<file path="src/common/dac_link_pkg.sv">
/*
 Shared constants for the quad converter serial loader and its host
 controller: command word layout, link timing, host register map.
 Assumes a 50 MHz system clock on the host side.
*/
package dac_link_pkg;
	// Channel and code geometry
	localparam int CHANNELS = 4;
	localparam int CODE_W = 8;
	localparam int SEL_W = 2;
	localparam int LEVEL_W = CODE_W + 1;
	localparam int WORD_W = 11;
	localparam int SPLIT_W = 16;
	localparam int BURST_W = 8;
	// Command word field positions, shift register order
	localparam int SEL_HI_POS = 10;
	localparam int SEL_LO_POS = 9;
	localparam int RANGE_POS = 8;
	localparam int CODE_MSB_POS = 7;
	// Channel select codes
	localparam logic [1:0] CH_A = 2'h0;
	localparam logic [1:0] CH_B = 2'h1;
	localparam logic [1:0] CH_C = 2'h2;
	localparam logic [1:0] CH_D = 2'h3;
	// Reset values
	localparam logic [CODE_W-1:0] CODE_RESET = 8'h00;
	// Link timing, figures in ns, counts in host clocks
	localparam int CLK_PERIOD_NS = 20;
	localparam int SCLK_MIN_PERIOD_NS = 1000;
	localparam int STROBE_MIN_LOW_NS = 250;
	localparam int SCLK_HALF_CYC = (SCLK_MIN_PERIOD_NS / 2 + CLK_PERIOD_NS - 1) / CLK_PERIOD_NS;
	localparam int STROBE_LOW_CYC = (STROBE_MIN_LOW_NS + CLK_PERIOD_NS - 1) / CLK_PERIOD_NS;
	// Host register byte offsets
	localparam logic [3:0] CONTROL_OFS = 4'h0;
	localparam logic [3:0] COMMAND_OFS = 4'h4;
	localparam logic [3:0] STATUS_OFS = 4'h8;
	// Control register fields
	localparam int CTL_CODE_LSB = 0;
	localparam int CTL_SEL_LSB = 8;
	localparam int CTL_RANGE_POS = 10;
	localparam int CTL_DEFER_POS = 16;
	localparam int CTL_SPLIT_POS = 17;
	// Command register fields
	localparam int CMD_SEND_POS = 0;
	localparam int CMD_UPDATE_POS = 1;
	// Status register fields
	localparam int STS_BUSY_POS = 0;
	localparam int STS_XFER_POS = 1;
	localparam int STS_UPD_POS = 2;
endpackage

</file>
<file path="src/common/serial_link_if.sv">
/*
 Three-wire serial link plus update strobe between host and converter.
 Assumes the host end drives every wire; the device only listens.
*/
`timescale 1ns/1ns
interface serial_link_if;
	logic serial_clk; // Link clock, idles high
	logic serial_data; // Command bit, sampled on falling clock
	logic transfer_strobe; // High while shifting, low pulse loads
	logic update_strobe; // Low pulse or low level updates outputs
	// Host drives the link
	modport host
	(
		output serial_clk,
		output serial_data,
		output transfer_strobe,
		output update_strobe
	);
	// Converter listens
	modport device
	(
		input serial_clk,
		input serial_data,
		input transfer_strobe,
		input update_strobe
	);
endinterface

</file>
<file path="src/hdl/quad_dac_host_ctrl.sv">
/*
 Host end: classic Wishbone slave with control, command and status
 registers, and a sequencer that drives the serial link.
 Assumes a 50 MHz clock; the link clock is divided from it.
*/
`timescale 1ns/1ns
module quad_dac_host_ctrl
#(
	parameter int HALF_CYC = dac_link_pkg::SCLK_HALF_CYC,
	parameter int STROBE_CYC = dac_link_pkg::STROBE_LOW_CYC
)
(
	input wire logic CLK_I,
	input wire logic RESET_I,
	input wire logic [3:0] ADR_I,
	input wire logic [31:0] DAT_I,
	input wire logic [3:0] SEL_I,
	input wire logic WE_I,
	input wire logic CYC_I,
	input wire logic STB_I,
	output logic [31:0] DAT_O,
	output logic ACK_O,
	serial_link_if.host LINK
);
	import dac_link_pkg::*;

	localparam int CNT_W = $clog2(HALF_CYC + STROBE_CYC + 1);

	// Sequencer states
	typedef enum logic [2:0] {ST_IDLE, ST_HIGH, ST_LOW, ST_GAP, ST_LOAD, ST_UPDATE} state_t;

	state_t state_reg;
	logic [CNT_W-1:0] cnt_reg; // Phase timer
	logic [4:0] bits_reg; // Bits still to send
	logic [SPLIT_W-1:0] frame_reg; // Outgoing bits, top first
	logic [CODE_W-1:0] code_reg; // Control fields
	logic [SEL_W-1:0] sel_reg;
	logic range_reg;
	logic defer_reg; // Update strobe rests high
	logic split_reg; // Two eight-bit bursts
	logic sclk_reg;
	logic data_reg;
	logic xfer_reg;
	logic upd_reg;
	logic wb_hit; // New request this cycle
	logic wr_hit;
	logic send_req;
	logic update_req;
	logic busy;

	// One answer per request; ack drops the cycle after
	assign wb_hit = CYC_I && STB_I && !ACK_O;
	assign wr_hit = wb_hit && WE_I;
	assign send_req = wr_hit && (ADR_I == COMMAND_OFS) && SEL_I[0] && DAT_I[CMD_SEND_POS];
	assign update_req = wr_hit && (ADR_I == COMMAND_OFS) && SEL_I[0] && DAT_I[CMD_UPDATE_POS];
	assign busy = (state_reg != ST_IDLE);

	// Bus acknowledge
	always_ff @(posedge CLK_I or posedge RESET_I)
	begin
		if (RESET_I)
		begin
			ACK_O <= 1'b0;
		end
		else
		begin
			ACK_O <= wb_hit;
		end
	end

	// Read data; unmapped offsets read zero
	always_ff @(posedge CLK_I or posedge RESET_I)
	begin
		if (RESET_I)
		begin
			DAT_O <= 32'h00000000;
		end
		else if (wb_hit && !WE_I)
		begin
			DAT_O <= 32'h00000000;
			case (ADR_I)
				CONTROL_OFS:
				begin
					DAT_O[CTL_CODE_LSB +: CODE_W] <= code_reg;
					DAT_O[CTL_SEL_LSB +: SEL_W] <= sel_reg;
					DAT_O[CTL_RANGE_POS] <= range_reg;
					DAT_O[CTL_DEFER_POS] <= defer_reg;
					DAT_O[CTL_SPLIT_POS] <= split_reg;
				end
				STATUS_OFS:
				begin
					DAT_O[STS_BUSY_POS] <= busy;
					DAT_O[STS_XFER_POS] <= xfer_reg;
					DAT_O[STS_UPD_POS] <= upd_reg;
				end
				default:
				begin
					DAT_O <= 32'h00000000;
				end
			endcase
		end
	end

	// Control register, one byte lane per field group
	always_ff @(posedge CLK_I or posedge RESET_I)
	begin
		if (RESET_I)
		begin
			code_reg <= CODE_RESET;
			sel_reg <= CH_A;
			range_reg <= 1'b0;
			defer_reg <= 1'b0;
			split_reg <= 1'b0;
		end
		else if (wr_hit && (ADR_I == CONTROL_OFS))
		begin
			if (SEL_I[0])
			begin
				code_reg <= DAT_I[CTL_CODE_LSB +: CODE_W];
			end
			if (SEL_I[1])
			begin
				sel_reg <= DAT_I[CTL_SEL_LSB +: SEL_W];
				range_reg <= DAT_I[CTL_RANGE_POS];
			end
			if (SEL_I[2])
			begin
				defer_reg <= DAT_I[CTL_DEFER_POS];
				split_reg <= DAT_I[CTL_SPLIT_POS];
			end
		end
	end

	// Link sequencer. Commands arriving while busy are dropped;
	// software polls the busy flag rather than queueing.
	always_ff @(posedge CLK_I or posedge RESET_I)
	begin
		if (RESET_I)
		begin
			state_reg <= ST_IDLE;
			cnt_reg <= '0;
			bits_reg <= '0;
			frame_reg <= '0;
			sclk_reg <= 1'b1;
			data_reg <= 1'b0;
			xfer_reg <= 1'b1;
		end
		else
		begin
			case (state_reg)
				ST_IDLE:
				begin
					cnt_reg <= '0;
					if (send_req)
					begin
						// Word in wire order, padded in front when split
						if (split_reg)
						begin
							frame_reg <= {5'h00, sel_reg, range_reg, code_reg};
							bits_reg <= 5'(SPLIT_W);
						end
						else
						begin
							frame_reg <= {sel_reg, range_reg, code_reg, 5'h00};
							bits_reg <= 5'(WORD_W);
						end
						state_reg <= ST_HIGH;
					end
					else if (update_req)
					begin
						// Update pulse is only started from idle
						state_reg <= ST_UPDATE;
					end
				end
				ST_HIGH:
				begin
					// Bit set one clock after the rising edge, HALF_CYC - 1 clocks of setup
					data_reg <= frame_reg[SPLIT_W-1];
					if (cnt_reg == CNT_W'(HALF_CYC - 1))
					begin
						cnt_reg <= '0;
						sclk_reg <= 1'b0;
						frame_reg <= {frame_reg[SPLIT_W-2:0], 1'b0};
						state_reg <= ST_LOW;
					end
					else
					begin
						cnt_reg <= cnt_reg + 1'b1;
					end
				end
				ST_LOW:
				begin
					if (cnt_reg == CNT_W'(HALF_CYC - 1))
					begin
						cnt_reg <= '0;
						sclk_reg <= 1'b1;
						bits_reg <= bits_reg - 1'b1;
						if (bits_reg == 5'h01)
						begin
							xfer_reg <= 1'b0;
							state_reg <= ST_LOAD;
						end
						else if (split_reg && (bits_reg == 5'(BURST_W + 1)))
						begin
							state_reg <= ST_GAP;
						end
						else
						begin
							state_reg <= ST_HIGH;
						end
					end
					else
					begin
						cnt_reg <= cnt_reg + 1'b1;
					end
				end
				ST_GAP:
				begin
					// Pause between bursts, strobe stays high
					if (cnt_reg == CNT_W'(HALF_CYC - 1))
					begin
						cnt_reg <= '0;
						state_reg <= ST_HIGH;
					end
					else
					begin
						cnt_reg <= cnt_reg + 1'b1;
					end
				end
				ST_LOAD:
				begin
					if (cnt_reg == CNT_W'(STROBE_CYC - 1))
					begin
						cnt_reg <= '0;
						xfer_reg <= 1'b1;
						state_reg <= ST_IDLE;
					end
					else
					begin
						cnt_reg <= cnt_reg + 1'b1;
					end
				end
				ST_UPDATE:
				begin
					// State held for the whole low pulse, or it would be cut short
					if (cnt_reg == CNT_W'(STROBE_CYC - 1))
					begin
						cnt_reg <= '0;
						state_reg <= ST_IDLE;
					end
					else
					begin
						cnt_reg <= cnt_reg + 1'b1;
					end
				end
				default:
				begin
					state_reg <= ST_IDLE;
				end
			endcase
		end
	end

	// Update strobe rests at the defer level, pulses low on command
	always_ff @(posedge CLK_I or posedge RESET_I)
	begin
		if (RESET_I)
		begin
			upd_reg <= 1'b0;
		end
		else
		begin
			upd_reg <= defer_reg && !(state_reg == ST_IDLE && !send_req && update_req)
				&& !(state_reg == ST_UPDATE && cnt_reg != CNT_W'(STROBE_CYC - 1));
		end
	end

	// Link wires straight from flops
	assign LINK.serial_clk = sclk_reg;
	assign LINK.serial_data = data_reg;
	assign LINK.transfer_strobe = xfer_reg;
	assign LINK.update_strobe = upd_reg;
endmodule

</file>
<file path="src/flat_wrapper.sv">
// flat-port wrapper written by rule: the top's interface ports become plain ports
module quad_dac_host_ctrl_flat import dac_link_pkg::*;
#(
	parameter int HALF_CYC = dac_link_pkg::SCLK_HALF_CYC,
	parameter int STROBE_CYC = dac_link_pkg::STROBE_LOW_CYC
)
  (CLK_I, RESET_I, ADR_I, DAT_I, SEL_I, WE_I, CYC_I, STB_I, DAT_O, ACK_O, LINK_serial_clk, LINK_serial_data, LINK_transfer_strobe, LINK_update_strobe);
  serial_link_if LINK_i ();
  input wire logic CLK_I;
  input wire logic RESET_I;
  input wire logic [3:0] ADR_I;
  input wire logic [31:0] DAT_I;
  input wire logic [3:0] SEL_I;
  input wire logic WE_I;
  input wire logic CYC_I;
  input wire logic STB_I;
  output logic [31:0] DAT_O;
  output logic ACK_O;
  output wire logic [$bits(LINK_i.serial_clk)-1:0] LINK_serial_clk;
  output wire logic [$bits(LINK_i.serial_data)-1:0] LINK_serial_data;
  output wire logic [$bits(LINK_i.transfer_strobe)-1:0] LINK_transfer_strobe;
  output wire logic [$bits(LINK_i.update_strobe)-1:0] LINK_update_strobe;
  assign LINK_serial_clk = LINK_i.serial_clk;
  assign LINK_serial_data = LINK_i.serial_data;
  assign LINK_transfer_strobe = LINK_i.transfer_strobe;
  assign LINK_update_strobe = LINK_i.update_strobe;
  quad_dac_host_ctrl #(.HALF_CYC(HALF_CYC), .STROBE_CYC(STROBE_CYC)) u_core (.CLK_I(CLK_I), .RESET_I(RESET_I), .ADR_I(ADR_I), .DAT_I(DAT_I), .SEL_I(SEL_I), .WE_I(WE_I), .CYC_I(CYC_I), .STB_I(STB_I), .DAT_O(DAT_O), .ACK_O(ACK_O), .LINK(LINK_i));
endmodule
</file>
<file path="config.mk">
export PLATFORM = sky130hd
export DESIGN_NAME = quad_dac_host_ctrl_flat
export DESIGN_NICKNAME = d
export VERILOG_FILES = /design/src/common/dac_link_pkg.sv /design/src/common/serial_link_if.sv /design/src/hdl/quad_dac_host_ctrl.sv /design/src/flat_wrapper.sv
export SDC_FILE = /design/constraint.sdc
export NUM_CORES = 1
export LEC_CHECK = 0
export BUFFER_PORTS_ARGS = -buffer_cell sky130_fd_sc_hd__buf_4
export CAP_MARGIN = 40
export CORE_AREA = 2 2 108 110
export CTS_BUF_LIST = sky130_fd_sc_hd__clkbuf_8
export DETAILED_ROUTE_END_ITERATION = 10
export DIE_AREA = 0 0 110 112
export PLACE_DENSITY = 0.53
export SLEW_MARGIN = 20
export SYNTH_ARGS = -nofsm -noshare
export SYNTH_HDL_FRONTEND = slang
export SYNTH_SLANG_ARGS = --single-unit
</file>
<file path="constraint.sdc">
create_clock -name CLK_I -period 2 [get_ports CLK_I]
set_clock_uncertainty 0.05 [all_clocks]
set_input_delay 0.3 -clock CLK_I [delete_from_list [all_inputs] [get_ports CLK_I]]
set_output_delay 0.3 -clock CLK_I [all_outputs]
set_load 0.02 [all_outputs]
</file>
Yosys cells after proc, flatten, opt, wreduce, memory -nomap -nowiden --
Cells that the tools add are included. Widths: inputs -> output; s select.
Word-level totals: input bits 45, word-level logic and storage cells 105, memory bits (read-only) 0, flip-flop bits (word level) 61, memory bits (writable) 0, bits in latches 0, output and inout port bits 37, memories kept 0
Operators by class: $add $sub $neg 2, equal/unequal tests 20, multiplexer cells 30, $mul 0, order comparisons 0, reductions and logical operators 38, bitwise operators 0, shifts and indexed selects 0, div/mod/pow operators 0
Operators with widths (number):
- $mux 16 | 3
- $pmux 16 s2 | 1
- $mux 3 | 7
- $pmux 6 s3 | 1
- $logic_and 1x1->1 | 15
- $mux 5 | 3
- $pmux 3 s5 | 1
- $ne 2x1->1 const B | 7
- $mux 6 | 2
- $pmux 5 s2 | 1
- $reduce_and 3->1 | 3
- $mux 8 | 1
- $reduce_bool 2->1 | 4
- $add 6x1->6 const B | 1
- $eq 3x2->1 const B | 2
- $eq 3x3->1 const B | 2
- $eq 6x4->1 const B | 1
- $eq 6x5->1 const B | 1
- $ne 6x4->1 const B | 1
- $pmux 3 s2 | 1
- $reduce_and 2->1 | 3
- $reduce_bool 3->1 | 2
- $eq 5x1->1 const B | 1
- $eq 5x4->1 const B | 1
- 15 further kinds | 25

Logic depth before layout (Yosys ltp) --
word-level depth 12, depth in mapped cells 8, depth with buffers taken out 6

Least setup slack after synthesis --
No wires, ideal clock.
kind flip-flop to flip-flop, start point register u_core.cnt_reg[0], end point register u_core.frame_reg[0], arrival 1.765 ns, cell stages (with the launch flop) 9, slack 0.060 ns, path buffers 2, period minus slack after synthesis 1.940 ns, data required time 1.825 ns, library setup time 0.125 ns, cell sequence dfrtp_1 inv_1 ha_1 and4bb_4 and2_4 a22o_1 buf_6 buf_12 mux2_4
On the way: word-level cells in the longest chain between the ends 3
Ends and longest elaborated chain:
- start, declared | RTL line quad_dac_host_ctrl.sv:33 | logic [CNT_W-1:0] cnt_reg;
- start signal, assigned | RTL line quad_dac_host_ctrl.sv:188 | cnt_reg <= cnt_reg + 1'b1;
- start signal, assigned | RTL line quad_dac_host_ctrl.sv:214 | cnt_reg <= cnt_reg + 1'b1;
- start signal, assigned | RTL line quad_dac_host_ctrl.sv:227 | cnt_reg <= cnt_reg + 1'b1;
- $eq 6x5->1 | RTL line quad_dac_host_ctrl.sv:179 | if (cnt_reg == CNT_W'(HALF_CYC - 1))
- $ne 2x1->1 (no line)
- $reduce_and 3->1 (no line)
- end signal, assigned | RTL line quad_dac_host_ctrl.sv:159 | frame_reg <= {5'h00, sel_reg, range_reg, code_reg};
- end signal, assigned | RTL line quad_dac_host_ctrl.sv:164 | frame_reg <= {sel_reg, range_reg, code_reg, 5'h00};
- end signal, assigned | RTL line quad_dac_host_ctrl.sv:183 | frame_reg <= {frame_reg[SPLIT_W-2:0], 1'b0};
- end, declared | RTL line quad_dac_host_ctrl.sv:35 | logic [SPLIT_W-1:0] frame_reg;
Every way passes these cells. A chain may end at the register's enable or synchronous reset.

Worst setup path after layout --
start point register u_core.cnt_reg[1], end point register u_core.frame_reg[3]
Same word-level chain as after synthesis.

==> summary.log <==
INFO  status         status=finished, final reports clean
INFO  die            die-height=112um
INFO  detailed_routing antenna_left=0
INFO  cells_and_area antennaDiodeCount=0
INFO  synth          async_flop_share=100%
INFO  synth          synth_top_cell_area_share=45.4%
INFO  cells_and_area max_ffs_per_register=16
INFO  synth          ys_seq_elements=61
INFO  timing         finalCritPeriodShare=95.7%
INFO  clock_tree     cts_tree=done
INFO  synth          adder_cell_share_of_the_synthesized_area=1.54%
INFO  synth          yosysWarnings=0
INFO  clock_tree     tritoncts.num_buffers=9
INFO  timing         rsz0062_at_grt=yes
INFO  synth          synth.area.top_cells=dfrtp_1 (45%), mux2_2 (7.3%), buf_4 (4.4%), mux2i_1 (4.3%), a22o_1 (3.2%)
INFO  global_route   first_global_vias=2362
INFO  timing         final-max-slew-violation-count=0
INFO  synth          synth_enable_flop_cells=0
INFO  synth          synth_largest_area_cell=dfrtp_1
INFO  synth          average_size_of_a_mapped_cell=10.7um^2
INFO  synth          ys_seq_area_share=47.0%
INFO  critical_path  critical_path.endpoint_type=register
INFO  synth          yosys_most_used_dff=dfrtp_1
INFO  cells_and_area layout.area.seq=1530um^2
INFO  clock_tree     numClockSinks=61
INFO  place          detailedPlacementHpwl=5370um
INFO  synth          synth.mux.area_fraction=13.9%
INFO  synth          yosys-top-cells-count=dfrtp_1 (59), nand2_1 (27), mux2_2 (21)
INFO  detailed_routing drtIter0Drc=150
INFO  synth          post_synthesis_compound_gate_area_fraction=13.9%
INFO  die            initial_utilization=29.1%
INFO  cells_and_area finalNonFillerCells=514
INFO  synth          netlist-cell-type-count=60
INFO  place          dp_cells=493
INFO  cells_and_area drive_gt1_share=32.6%
INFO  job            drv.max_cap_violation_count=0
INFO  global_route   groute.usage.overall=12.9%
INFO  timing         finalHoldViolations=0
INFO  timing         transition_time_of_the_tightest_slew_check_pin=0.537ns
INFO  global_route   global_route_wire_length_before_repair=12300um
INFO  global_route   grt_antenna_before_repair=0
INFO  timing         max_freq=522MHz
INFO  critical_path  worst_ep_required=2.19ns
INFO  global_route   globalRoute.totalOverflow=0
INFO  detailed_routing vias_per_cell=4.67
INFO  power          fin_total_pwr=2.80mW
INFO  detailed_routing via_count=2400
INFO  place          io_buffer_count=42
INFO  die            placement_rows=39
INFO  clock_tree     clk_pin_slew_worst_paths=0.07ns
INFO  timing         slew-limit-headroom=64.2%
INFO  critical_path  worstSetupPathType=register to register
INFO  clock_tree     ctsRootBufferMaster=clkbuf_8
INFO  die            die-width=110um
INFO  global_route   grt_start_max_net_pins=43
INFO  synth          synth-simple-area-share=14.2%
INFO  place          finalWeightedCongestion=0.757
INFO  cells_and_area postLayoutCoreUtil=36.3%
INFO  cells_and_area multiInputGateArea=1510um^2
INFO  power          p_leak=1.97nW
INFO  timing         period_needed=1.91ns
INFO  die            ioPinCount=82
INFO  power          cellPowerDensity=691nW/um^2
INFO  clock_tree     clk_path_buf_depth=2
INFO  critical_path  worstSetupStartpointType=register
INFO  cells_and_area area.growth.synth_to_final=24.7%
INFO  clock_tree     ctsHtreeMaxLevel=3
INFO  detailed_routing drt_pre_antenna_iters=4
INFO  die            area_of_the_core=11200um^2
INFO  synth          syn_std_cell_area=3250um^2
INFO  critical_path  critPathMaxFanout=7
INFO  die            design.die.area=12300um^2
INFO  power          ir_drop=0.000265V
INFO  synth          synth-xor-area-share=0.538%
INFO  critical_path  arrival_time_of_the_worst_setup_path=2.10ns
INFO  detailed_routing post-route-drc-count=0
INFO  synth          synth_top_family_by_area=simple AND/OR/NAND/NOR gates
INFO  cells_and_area nFillCells=1115
INFO  synth          synthCells=303
INFO  cells_and_area layout.nets=415
INFO  detailed_routing drt-total-wl=7490um
INFO  timing         setup_viol_count_final=0
INFO  clock_tree     worst_skew_pair.late_latency=0.34ns
INFO  synth          synth_most_common_cell=dfrtp_1
INFO  detailed_routing wl_per_cell=14.6um
INFO  place          detailed_place.area=3760um^2
INFO  cells_and_area design_area_final=4060um^2
INFO  worst_hold_path hold_path.class=primary input to register
[where the power goes]
group,switching [mW],internal [mW],total (mW)
Clock,0.506,0.823,1.33
Combinational,0.111,0.0791,0.190
Sequential,0.0259,1.26,1.28
Total,0.643,2.16,2.80
[path summary, 6_finish.rpt]
| check | depth (start not counted) | start | endpoint | slack [ns] |
|---|---|---|---|---|
| setup / recovery | 7 | u_core.cnt_reg[1] | u_core.frame_reg[3] | 0.09 |
| hold / removal | 2 | DAT_I[1] | u_core.LINK.update_strobe | 0.11 |
| setup reg to reg | 7 | u_core.cnt_reg[1] | u_core.frame_reg[3] | 0.09 |
| hold reg to reg | 2 | u_core.DAT_O[2] | u_core.DAT_O[2] | 0.43 |
| max in group asynchronous | 4 | RESET_I | u_core.frame_reg[1] | 0.92 |
| min in group asynchronous | 4 | RESET_I | u_core.state_reg[1] | 0.50 |
[cells in the final DEF, fill, tap and decap left out, types with 2 or more instances in the layout]
master / n
a22o_1: 11
mux2_4: 5
o31ai_1: 2
ha_1: 4
conb_1: 19
buf_4: 65
mux2_2: 21
clkbuf_8: 9
nor2_1: 7
a21oi_1: 14
nor2b_1: 3
o2bb2ai_1: 3
nand3_1: 11
inv_1: 14
nand2b_1: 2
bufinv_16: 3
dfstp_2: 2
o31a_1: 2
nor3b_1: 7
a41oi_1: 2
dfrtp_1: 59
nand2_1: 27
nor3_1: 5
a211oi_1: 2
mux2i_1: 14
and2_1: 4
o21ai_0: 12
o22ai_1: 5
[repair_timing]
action                                  CTS  global route
hold endpoints to repair                 17             0
setup buffers                             0             3
hold buffers                              1             0
endpoints found under the setup margin    0            12
gates resized for setup                   0             1
[cell families after synthesis]
group                      count (synthesis)
AOI/OAI and AO/OA                         65
xor gates and xnor gates                   2
adders and majority gates                  4
buffers and inverters                     48
DFF                                       61
muxes                                     40
other                                      1
and+or+nand+nor                           82
[final cells by class]
| class | instances | share of cell area [%] |
|---|---|---|
| clock buffers | 9 | 3.05 |
| clock inverters | 7 | 2.84 |
| inverters | 14 | 1.30 |
| multi-input cells | 212 | 37.3 |
| flip-flops and latches | 61 | 37.7 |
| well taps | 143 | 4.41 |
| repair buffers | 68 | 13.4 |
[worst max-delay path, stage by stage (launching register included)]
cell       delay [ns]
dfrtp_1          0.35
inv_1            0.06
ha_1             0.18
and4bb_4         0.22
and2_4           0.18
a22o_2           0.30
clkbuf_16        0.17
mux2_4           0.29
[routing by layer]
layer,vias up,share of wire [%],GRT usage [%]
met5,-,0,0
met2,51,48,20.4
met4,0,0.96,3.46
li1,1172,-,-
met1,1169,47,17.1
met3,8,4.0,3.92
[stage by stage]
| step | setup TNS, ns | hold WS (ns) | worst slack (ns) |
|---|---|---|---|
| after floorplan | 0 | 0.350 | 0.0601 |
| after global placement | 0 | 0.327 | 0.0441 |
| after detailed placement | 0 | 0.334 | 0.0490 |
| after CTS | 0 | 0.0996 | 0.0548 |
| after global routing | -0.0682 | 0.105 | -0.0159 |
| final | 0 | 0.110 | 0.0859 |
Power figures use the tool's default switching activity.
